File: src/core/gcg_pkg.sv
package gcg_pkg;

  localparam int NGEN  = 4;
  localparam int NSRC  = 4;
  localparam int SRC_W = 2;
  localparam int DIV_W = 8;
  localparam int AW    = 6;

  // Source indices.
  localparam logic [SRC_W-1:0] SRC_RC8 = 2'h0;
  localparam logic [SRC_W-1:0] SRC_PLL = 2'h1;

  // Register byte offsets.
  localparam logic [AW-1:0] OFS_CTRL    = 6'h00;
  localparam logic [AW-1:0] OFS_GEN_SEL = 6'h04;
  localparam logic [AW-1:0] OFS_GEN_CFG = 6'h08;
  localparam logic [AW-1:0] OFS_GEN_EN  = 6'h0c;
  localparam logic [AW-1:0] OFS_SRC     = 6'h10;
  localparam logic [AW-1:0] OFS_PLL_CFG = 6'h14;
  localparam logic [AW-1:0] OFS_PLL_OUT = 6'h18;
  localparam logic [AW-1:0] OFS_PLL_REF = 6'h1c;
  localparam logic [AW-1:0] OFS_FLASH   = 6'h20;
  localparam logic [AW-1:0] OFS_STATUS  = 6'h24;

  // Field positions.
  localparam int CTRL_INIT    = 0;
  localparam int CTRL_START   = 1;
  localparam int GEN_EN_BIT   = 0;
  localparam int GEN_RUN_BIT  = 1;
  localparam int GEN_SW_BIT   = 2;
  localparam int SRC_OD_LSB   = 4;
  localparam int SRC_RDY_LSB  = 8;
  localparam int ST_RC8_USED  = 0;
  localparam int ST_START_OK  = 1;
  localparam int FLASH_W      = 4;

  typedef struct packed {
    logic             pin_en;
    logic             run_sleep;
    logic             off_high;
    logic [DIV_W-1:0] div;
    logic [SRC_W-1:0] src;
  } gcg_gen_cfg_type;

  typedef struct packed {
    logic [10:0] ref_div;
    logic [1:0]  filter;
    logic [1:0]  lock_time;
    logic [1:0]  ref_sel;
    logic        low_power;
    logic        fast_wake;
    logic        lock_bypass;
    logic        run_stby;
  } gcg_pll_cfg_type;

  // Reset values.
  localparam gcg_gen_cfg_type GEN_CFG_RST = '0;
  localparam gcg_pll_cfg_type PLL_CFG_RST = '0;
  localparam logic [NSRC-1:0] SRC_EN_RST  = 4'h1;
  localparam logic [NSRC-1:0] SRC_OD_RST  = 4'h2;
  localparam logic [31:0]     PLL_OUT_RST = 32'h02dc_6c00;
  localparam logic [31:0]     PLL_REF_RST = 32'h0000_8000;
  localparam logic [FLASH_W-1:0] FLASH_RST = 4'h0;

  typedef enum logic [2:0] {
    GS_OFF   = 3'b001,
    GS_RUN   = 3'b010,
    GS_DRAIN = 3'b100
  } gcg_gen_state_type;

endpackage

File: src/core/gcg_top.sv
// Chosen here: the Avalon-MM slave port and the register offsets.
`timescale 1ns/1ps
module gcg_top
  import gcg_pkg::*;
(
  // Clock and reset
  input  wire logic               clk,
  input  wire logic               nrst,
  // Avalon-MM slave
  input  wire logic [AW-1:0]      avs_address,
  input  wire logic               avs_read,
  input  wire logic               avs_write,
  input  wire logic [3:0]         avs_byteenable,
  input  wire logic [31:0]        avs_writedata,
  output logic      [31:0]        avs_readdata,
  output logic                    avs_waitrequest,
  // Clock sources
  input  wire logic [NSRC-1:0]    src_clk,
  input  wire logic [NSRC-1:0]    src_ready,
  output logic      [NSRC-1:0]    src_enable,
  output logic      [NSRC-1:0]    src_req,
  output gcg_pll_cfg_type         pll_cfg,
  output logic      [31:0]        pll_out_hz,
  output logic      [31:0]        pll_ref_hz,
  // Power state
  input  wire logic               sleep,
  input  wire logic               standby,
  // Generator outputs
  output logic      [NGEN-1:0]    gen_clk,
  output logic      [NGEN-1:0]    gen_pin_out,
  output logic      [NGEN-1:0]    gen_pin_oe,
  // Flash
  output logic      [FLASH_W-1:0] flash_wait_states
);

  function automatic logic hit(input logic [AW-1:0] a,
                               input logic [AW-1:0] ofs);
    hit = (a == ofs);
  endfunction

  // Synchronisers for asynchronous inputs.
  logic [NSRC-1:0] clk_s1, clk_s2, clk_s3;
  logic [NSRC-1:0] rdy_s1, rdy_s2;
  logic [1:0]      pwr_s1, pwr_s2;

  always_ff @(posedge clk) begin
    clk_s1 <= src_clk;
    clk_s2 <= clk_s1;
    clk_s3 <= clk_s2;
    rdy_s1 <= src_ready;
    rdy_s2 <= rdy_s1;
    pwr_s1 <= {standby, sleep};
    pwr_s2 <= pwr_s1;
  end

  wire logic [NSRC-1:0] src_lvl  = clk_s2;
  wire logic [NSRC-1:0] src_edge = clk_s2 ^ clk_s3;
  wire logic            sleep_s  = pwr_s2[0];
  wire logic            stby_s   = pwr_s2[1];

  // Software-visible state.
  gcg_gen_cfg_type   gen_cfg [NGEN];
  logic [NGEN-1:0]   gen_en;
  logic [SRC_W-1:0]  gen_sel;
  logic [NSRC-1:0]   src_od;

  // Generator state gathered from the generate loop.
  logic [NGEN-1:0]   gen_active;
  logic [NGEN-1:0]   gen_busy;
  logic [NGEN-1:0]   gen_runs;
  logic [NGEN-1:0]   gen_sw;
  logic [SRC_W-1:0]  gen_cur [NGEN];

  for (genvar g = 0; g < NGEN; g++) begin : gen_g
    gcg_gen_state_type st;
    logic [SRC_W-1:0]  cur;
    logic [DIV_W-1:0]  cnt;
    logic              clk_q;
    logic              pin_q;
    logic              oe_q;

    wire gcg_gen_cfg_type c = gen_cfg[g];
    // Sleep gating uses the run-in-sleep option.
    wire logic active = gen_en[g] & ~(sleep_s & ~c.run_sleep);
    // A zero divider behaves as one: source passes through.
    wire logic [DIV_W-1:0] divm1 =
      (c.div == '0) ? '0 : c.div - 1'b1;
    wire logic tick = src_edge[cur];
    wire logic wrap = (cnt >= divm1);
    // New source must be ready and low; a switch also needs the output low.
    wire logic can_take = rdy_s2[c.src] & ~src_lvl[c.src];
    wire logic do_start = active & can_take;
    wire logic do_sw = (c.src != cur) & can_take & ~clk_q;

    always_ff @(posedge clk) begin
      if (!nrst) begin
        st    <= GS_OFF;
        cur   <= SRC_RC8;
        cnt   <= '0;
        clk_q <= 1'b0;
      end else begin
        case (st)
          GS_OFF: begin
            cnt <= '0;
            if (do_start) begin
              st    <= GS_RUN;
              cur   <= c.src;
              clk_q <= 1'b0;
            end else begin
              clk_q <= c.off_high;
            end
          end
          GS_RUN, GS_DRAIN: begin
            if (!active) begin
              st <= GS_DRAIN;
            end else begin
              st <= GS_RUN;
            end
            if (!active && !clk_q) begin
              // Stop only on a low output to avoid a runt pulse.
              st    <= GS_OFF;
              clk_q <= c.off_high;
            end else if (active && do_sw) begin
              cur <= c.src;
              cnt <= '0;
            end else if (tick) begin
              cnt <= wrap ? '0 : cnt + 1'b1;
              if (wrap) begin
                clk_q <= ~clk_q;
              end
            end
          end
          default: begin
            st    <= GS_OFF;
            clk_q <= 1'b0;
          end
        endcase
      end
    end

    always_ff @(posedge clk) begin
      if (!nrst) begin
        pin_q <= 1'b0;
        oe_q  <= 1'b0;
      end else begin
        pin_q <= clk_q & c.pin_en;
        oe_q  <= c.pin_en;
      end
    end

    assign gen_clk[g]     = clk_q;
    assign gen_pin_out[g] = pin_q;
    assign gen_pin_oe[g]  = oe_q;
    assign gen_active[g]  = active;
    assign gen_busy[g]    = (st != GS_OFF);
    assign gen_runs[g]    = (st == GS_RUN);
    assign gen_sw[g]      = (st != GS_OFF) & (c.src != cur);
    assign gen_cur[g]     = cur;
  end

  // Source demand: selected and in-use sources are both requested.
  logic [NSRC-1:0] need;
  logic            rc8_used;

  always_comb begin
    need = '0;
    for (int g = 0; g < NGEN; g++) begin
      for (int s = 0; s < NSRC; s++) begin
        if (gen_active[g] && gen_cfg[g].src == s[SRC_W-1:0]) begin
          need[s] = 1'b1;
        end
        if (gen_busy[g] && gen_cur[g] == s[SRC_W-1:0]) begin
          need[s] = 1'b1;
        end
      end
    end
    rc8_used = need[SRC_RC8];
  end

  wire logic [NSRC-1:0] stby_block =
    (stby_s & ~pll_cfg.run_stby) ? (NSRC'(1) << SRC_PLL) : '0;
  wire logic [NSRC-1:0] next_src_req =
    src_enable & (~src_od | need) & ~stby_block;

  always_ff @(posedge clk) begin
    if (!nrst) begin
      src_req <= '0;
    end else begin
      src_req <= next_src_req;
    end
  end

  // Bus: one wait cycle, then the request commits on the low edge.
  wire logic req    = avs_read | avs_write;
  wire logic commit = avs_write & ~avs_waitrequest &
                      (avs_byteenable == 4'hf);
  wire logic [31:0] wd = avs_writedata;

  wire logic w_ctrl  = commit & hit(avs_address, OFS_CTRL);
  wire logic w_sel   = commit & hit(avs_address, OFS_GEN_SEL);
  wire logic w_gcfg  = commit & hit(avs_address, OFS_GEN_CFG);
  wire logic w_gen   = commit & hit(avs_address, OFS_GEN_EN);
  wire logic w_src   = commit & hit(avs_address, OFS_SRC);
  wire logic w_pcfg  = commit & hit(avs_address, OFS_PLL_CFG);
  wire logic w_pout  = commit & hit(avs_address, OFS_PLL_OUT);
  wire logic w_pref  = commit & hit(avs_address, OFS_PLL_REF);
  wire logic w_flash = commit & hit(avs_address, OFS_FLASH);
  wire logic do_init  = w_ctrl & wd[CTRL_INIT];
  wire logic do_start = w_ctrl & wd[CTRL_START];

  always_ff @(posedge clk) begin
    if (!nrst) begin
      gen_en            <= '0;
      gen_sel           <= '0;
      src_enable        <= SRC_EN_RST;
      src_od            <= SRC_OD_RST;
      pll_cfg           <= PLL_CFG_RST;
      pll_out_hz        <= PLL_OUT_RST;
      pll_ref_hz        <= PLL_REF_RST;
      flash_wait_states <= FLASH_RST;
    end else begin
      if (do_init) begin
        gen_en <= '0;
      end else if (do_start) begin
        gen_en <= '1;
      end else if (w_gen) begin
        gen_en[gen_sel] <= wd[GEN_EN_BIT];
      end
      if (w_sel) begin
        gen_sel <= wd[SRC_W-1:0];
      end
      if (w_src) begin
        src_enable <= wd[NSRC-1:0];
        src_od     <= wd[SRC_OD_LSB +: NSRC];
      end
      if (w_pcfg) begin
        pll_cfg <= gcg_pll_cfg_type'(wd[$bits(gcg_pll_cfg_type)-1:0]);
        src_enable[SRC_PLL] <= 1'b1;
      end
      if (w_pout) begin
        pll_out_hz <= wd;
      end
      if (w_pref) begin
        pll_ref_hz <= wd;
      end
      if (w_flash) begin
        flash_wait_states <= wd[FLASH_W-1:0];
      end
    end
  end

  // Configuration stores leave the enable untouched.
  for (genvar g = 0; g < NGEN; g++) begin : cfg_g
    always_ff @(posedge clk) begin
      if (!nrst || do_init) begin
        gen_cfg[g] <= GEN_CFG_RST;
      end else if (w_gcfg && gen_sel == SRC_W'(g)) begin
        gen_cfg[g] <= gcg_gen_cfg_type'(wd[$bits(gcg_gen_cfg_type)-1:0]);
      end
    end
  end

  wire gcg_gen_cfg_type sel_cfg = gen_cfg[gen_sel];
  wire logic [31:0] rd_gen = {29'h0, gen_sw[gen_sel],
    gen_busy[gen_sel], gen_en[gen_sel]};
  wire logic [31:0] rd_src = {20'h0, rdy_s2, src_od, src_enable};
  wire logic [31:0] rd_st  = {30'h0, &gen_runs, rc8_used};

  logic [31:0] rd_mux;
  always_comb begin
    case (avs_address)
      OFS_GEN_SEL: rd_mux = {30'h0, gen_sel};
      OFS_GEN_CFG: rd_mux = 32'(sel_cfg);
      OFS_GEN_EN:  rd_mux = rd_gen;
      OFS_SRC:     rd_mux = rd_src;
      OFS_PLL_CFG: rd_mux = 32'(pll_cfg);
      OFS_PLL_OUT: rd_mux = pll_out_hz;
      OFS_PLL_REF: rd_mux = pll_ref_hz;
      OFS_FLASH:   rd_mux = 32'(flash_wait_states);
      OFS_STATUS:  rd_mux = rd_st;
      default:     rd_mux = 32'h0;
    endcase
  end

  always_ff @(posedge clk) begin
    if (!nrst) begin
      avs_waitrequest <= 1'b1;
      avs_readdata    <= 32'h0;
    end else if (req && avs_waitrequest) begin
      avs_waitrequest <= 1'b0;
      avs_readdata    <= avs_read ? rd_mux : 32'h0;
    end else begin
      avs_waitrequest <= 1'b1;
    end
  end

endmodule

File: config.mk
export PLATFORM = sky130hd
export DESIGN_NAME = gcg_top
export DESIGN_NICKNAME = d
export VERILOG_FILES = /design/src/core/gcg_pkg.sv /design/src/core/gcg_top.sv
export SDC_FILE = /design/constraint.sdc
export NUM_CORES = 1
export LEC_CHECK = 0
export ABC_AREA = 1
export BUFFER_PORTS_ARGS = -buffer_cell sky130_fd_sc_hd__buf_4
export CAP_MARGIN = 20
export CORE_ASPECT_RATIO = 0.8
export CORE_MARGIN = 5
export CORE_UTILIZATION = 58
export CTS_CLUSTER_SIZE = 16
export DETAILED_ROUTE_END_ITERATION = 8
export PLACE_DENSITY = 0.79
export SLEW_MARGIN = 40
export SYNTH_ARGS = -nofsm -noshare
export SYNTH_HDL_FRONTEND = slang
export SYNTH_SLANG_ARGS = --single-unit
File: constraint.sdc
create_clock -name clk -period 3.3 [get_ports clk]
set_input_delay 0 -clock clk [delete_from_list [all_inputs] [get_ports clk]]
set_output_delay 0 -clock clk [all_outputs]
set_load 0.05 [all_outputs]
==> impl_metrics.yaml <==
run_status:
  status: "finished, final reports clean"
clocking:
  clockBufferDepth: 3
  cts-buffers-inserted: 28
  clk_latency_ns: 0.55
  ctsRootBufferMaster: "clkbuf_16"
  cts_tree: "yes"
  post_cts_buffers: 0
  cts.clk_slew.worst_paths_ns: 0.07
  cts_sinks: 282
  htree_levels: 1
route:
  drc: 0
  viasPerCell: 5.72
  routed_wl_mm: 48.0
  drtPass1Iterations: 5
  postRouteAntennaNets: 0
  vias: 14800
  post_drt_wl_per_cell_um: 18.5
  drt-initial-drc-count: 1648
placement:
  dp.cells: 2493
  gp_congestion: 0.989
  post-dp-hpwl_mm: 35.2
  port-buffer-count: 197
grt:
  grt_antenna_before_repair: 0
  grt_usage: 0.318
  grt_overflow: 0
  grt_pass1_vias: 13500
  grt_pass1_wl_mm: 74.5
  grt_max_degree: 57
sta:
  finalSetupTns_ns: 0
  period_share: 0.852
  finalHoldViolCount: 0
  fin_skew_ns: 0.0112
  layout_min_cycle_time_ns: 2.81
  holdWs_ns: 0.0248
  setup_viol: 0
  rsz0062_at_grt: "false"
  slew_headroom: 0.498
  slew_violations: 0
  clock.fmax_ghz: 0.356
  tightest_slew_ns: 0.753
power:
  leakagePower_nw: 7.82
  ir_drop_mv: 0.512
  power_per_cell_area_nw_per_um2: 435
  total_power_w: 0.00772
worst_setup_path:
  worst_path_largest_cell_delay_ns: 0.40
  worstSetupPathType: "reg -> reg"
  r2r-start: "gen_cfg[2][2]"
  start_kind: "flop"
  path_cells: "inv_1 -> ha_1 -> nand2_1 -> nor3_1 -> inv_1 -> nor3_2 -> inv_1 -> o21ai_0 -> ha_1 -> nand2_1 -> a21oi_1 -> nor2_1 -> nand3_1 -> nor2_1 -> o21ai_2 -> nor2_1"
  startpoint: "gen_cfg[2][2]"
  critPathArrivalTime_ns: 3.30
  crit_slowest_cell: "edfxtp_1"
  crit_path_end_kind: "flop"
  r2r_cells: 16
  critPathRequiredTime_ns: 3.79
  crit_family: "simple AND/OR/NAND/NOR gates"
  cp_max_fo: 5
  cp_num_buf_inv: 3
  cp.depth: 16
synthesis:
  ys_seq_area_frac: 0.415
  ys_ff_latch: 282
  synth_cells: 2055
  synth_nets: 2151
  yosysWarningCount: 0
  synth-main-ff-cell: "dfxtp_1"
  synth_area_um2: 14900
  syn_area_per_cell_um2: 7.24
  synth_edf_count: 52
  ys_types: 51
  async_flop_share: 0
die:
  die_area_um2: 29000
  die_x_um: 189
  rows: 52
  start_util: 0.588
  die_y_um: 153
  io_pins: 198
  coreArea_um2: 25300
hold_path:
  hold_start: "avs_write"
  whs_path_depth: 5
  min_path_type: "in -> reg"
cells_and_area:
  final_nets: 2342
  area_delta_synth_final_pct: 19.5
  drive_gt1_frac: 0.166
  layoutNonFillerInstCount: 2590
  utilization: 0.702
run:
  max_cap_viol_count: 0
-- worst min-delay path, stage by stage --
cell and delay [ns]:
buf_4 0.12, inv_1 0.06, nor3_2 0.08, nand3_1 0.15, a21oi_1 0.11
-- layout make-up --
type	count	area, um2
fillers	2043	7540
repair buffers	257	2050
inverters	235	885
well taps	324	405
clock buffers	42	907
diodes	1	2.50
clock inverters	7	42.5
flip-flops and latches	282	6170
multi-input cells	1442	7310
-- synthesized netlist by cell type, types with 4 or more instances --
| cell | instances | area, um2 |
|---|---|---|
| nand3_1 | 160 | 801 |
| o21ai_1 | 45 | 225 |
| a21oi_1 | 162 | 811 |
| buf_2 | 35 | 175 |
| nor2_1 | 190 | 713 |
| inv_2 | 20 | 75.1 |
| nand3_2 | 5 | 50.1 |
| nand2_2 | 9 | 56.3 |
| or2_2 | 15 | 93.8 |
| nand2_1 | 495 | 1860 |
| inv_1 | 212 | 796 |
| nor2_2 | 11 | 68.8 |
| nor2_4 | 13 | 146 |
| o21bai_1 | 4 | 30.0 |
| nor3_1 | 55 | 275 |
| o21a_1 | 4 | 30.0 |
| a21oi_2 | 4 | 35.0 |
| ha_1 | 40 | 500 |
| buf_6 | 4 | 45.0 |
| xor2_1 | 9 | 78.8 |
| edfxtp_1 | 52 | 1560 |
| buf_4 | 24 | 180 |
| o22ai_1 | 5 | 31.3 |
| dfxtp_1 | 230 | 4600 |
| o211ai_1 | 11 | 82.6 |
| nor3_2 | 27 | 270 |
| clkbuf_1 | 30 | 113 |
| nand4_1 | 40 | 250 |
| o21ai_0 | 94 | 470 |
| o221ai_1 | 10 | 87.6 |
-- timing repair --
item | 4_1_cts | 5_1_grt
hold buffers | 47 | 0
gates resized for setup | 0 | 1
setup endpoints to repair | 0 | 7
endpoints found under the hold margin | 128 | 0
-- metal layers --
layer / up-vias / part of all wire / global-route usage
met5: - / 0 / 0
met4: 0 / 0.030 / 0.0881
met3: 101 / 0.11 / 0.0871
met2: 688 / 0.44 / 0.477
met1: 6892 / 0.42 / 0.454
li1: 7137 / - / -
-- through the flow --
| step | cell area, um2 | setup WS, ns |
|---|---|---|
| global placement | 16300 | 0.636 |
| CTS | 17800 | 0.431 |
| detailed placement | 16300 | 0.453 |
| global route | 17800 | 0.0336 |
| finish | 17800 | 0.488 |
| floorplan | 14900 | 0.916 |
-- cell families after synthesis --
logic type,synth area share
buf+inv,0.0946
xor+xnor,0.00589
simple gates,0.321
flops,0.415
compound gates,0.131
fa+ha+maj,0.0337
-- cell usage in the layout, fill, tap and decap left out, drive strengths merged --
cell	count
nand4	40
o21bai	4
a22oi	3
xor2	9
nand3b	4
a22o	1
inv	232
o221ai	10
o31a	2
dlygate4sd3	47
buf	210
o22ai	5
o211ai	11
nor4	3
edfxtp	52
nand2	505
diode	1
o21ai	142
o21a	4
xnor2	1
or2	20
a21oi	168
nor2	215
nor3b	1
clkbuf	42
nor3	82
dfxtp	230
o2bb2ai	1
clkinv	10
a21o	2
a41oi	1
nand3	168
ha	40
-- sequential cells by signal (all words and copies together) (netlist names), 8 cells and up, named ones only --
name,cells
pll_cfg,21
pll_ref_hz,32
gen_g.cnt,32
avs_readdata,32
pll_out_hz,32
gen_cfg,52
gen_g.cur,8
gen_g.st,12
-- final timing paths --
path	slack (ns)	endpoint
worst max-delay path	0.49	gen_g[2].cnt[5]
worst min-delay path	0.02	gen_sel[1]
worst max register to register	0.49	gen_g[2].cnt[5]
worst min register to register	0.32	clk_s2[0]
-- power breakdown --
part,leakage [nW],internal [W],switching (W)
combinational,4.94,0.000262,0.000540
clock,0.477,0.00189,0.00137
sequential,2.40,0.00357,0.0000870
(Power assumes the default switching activity.)
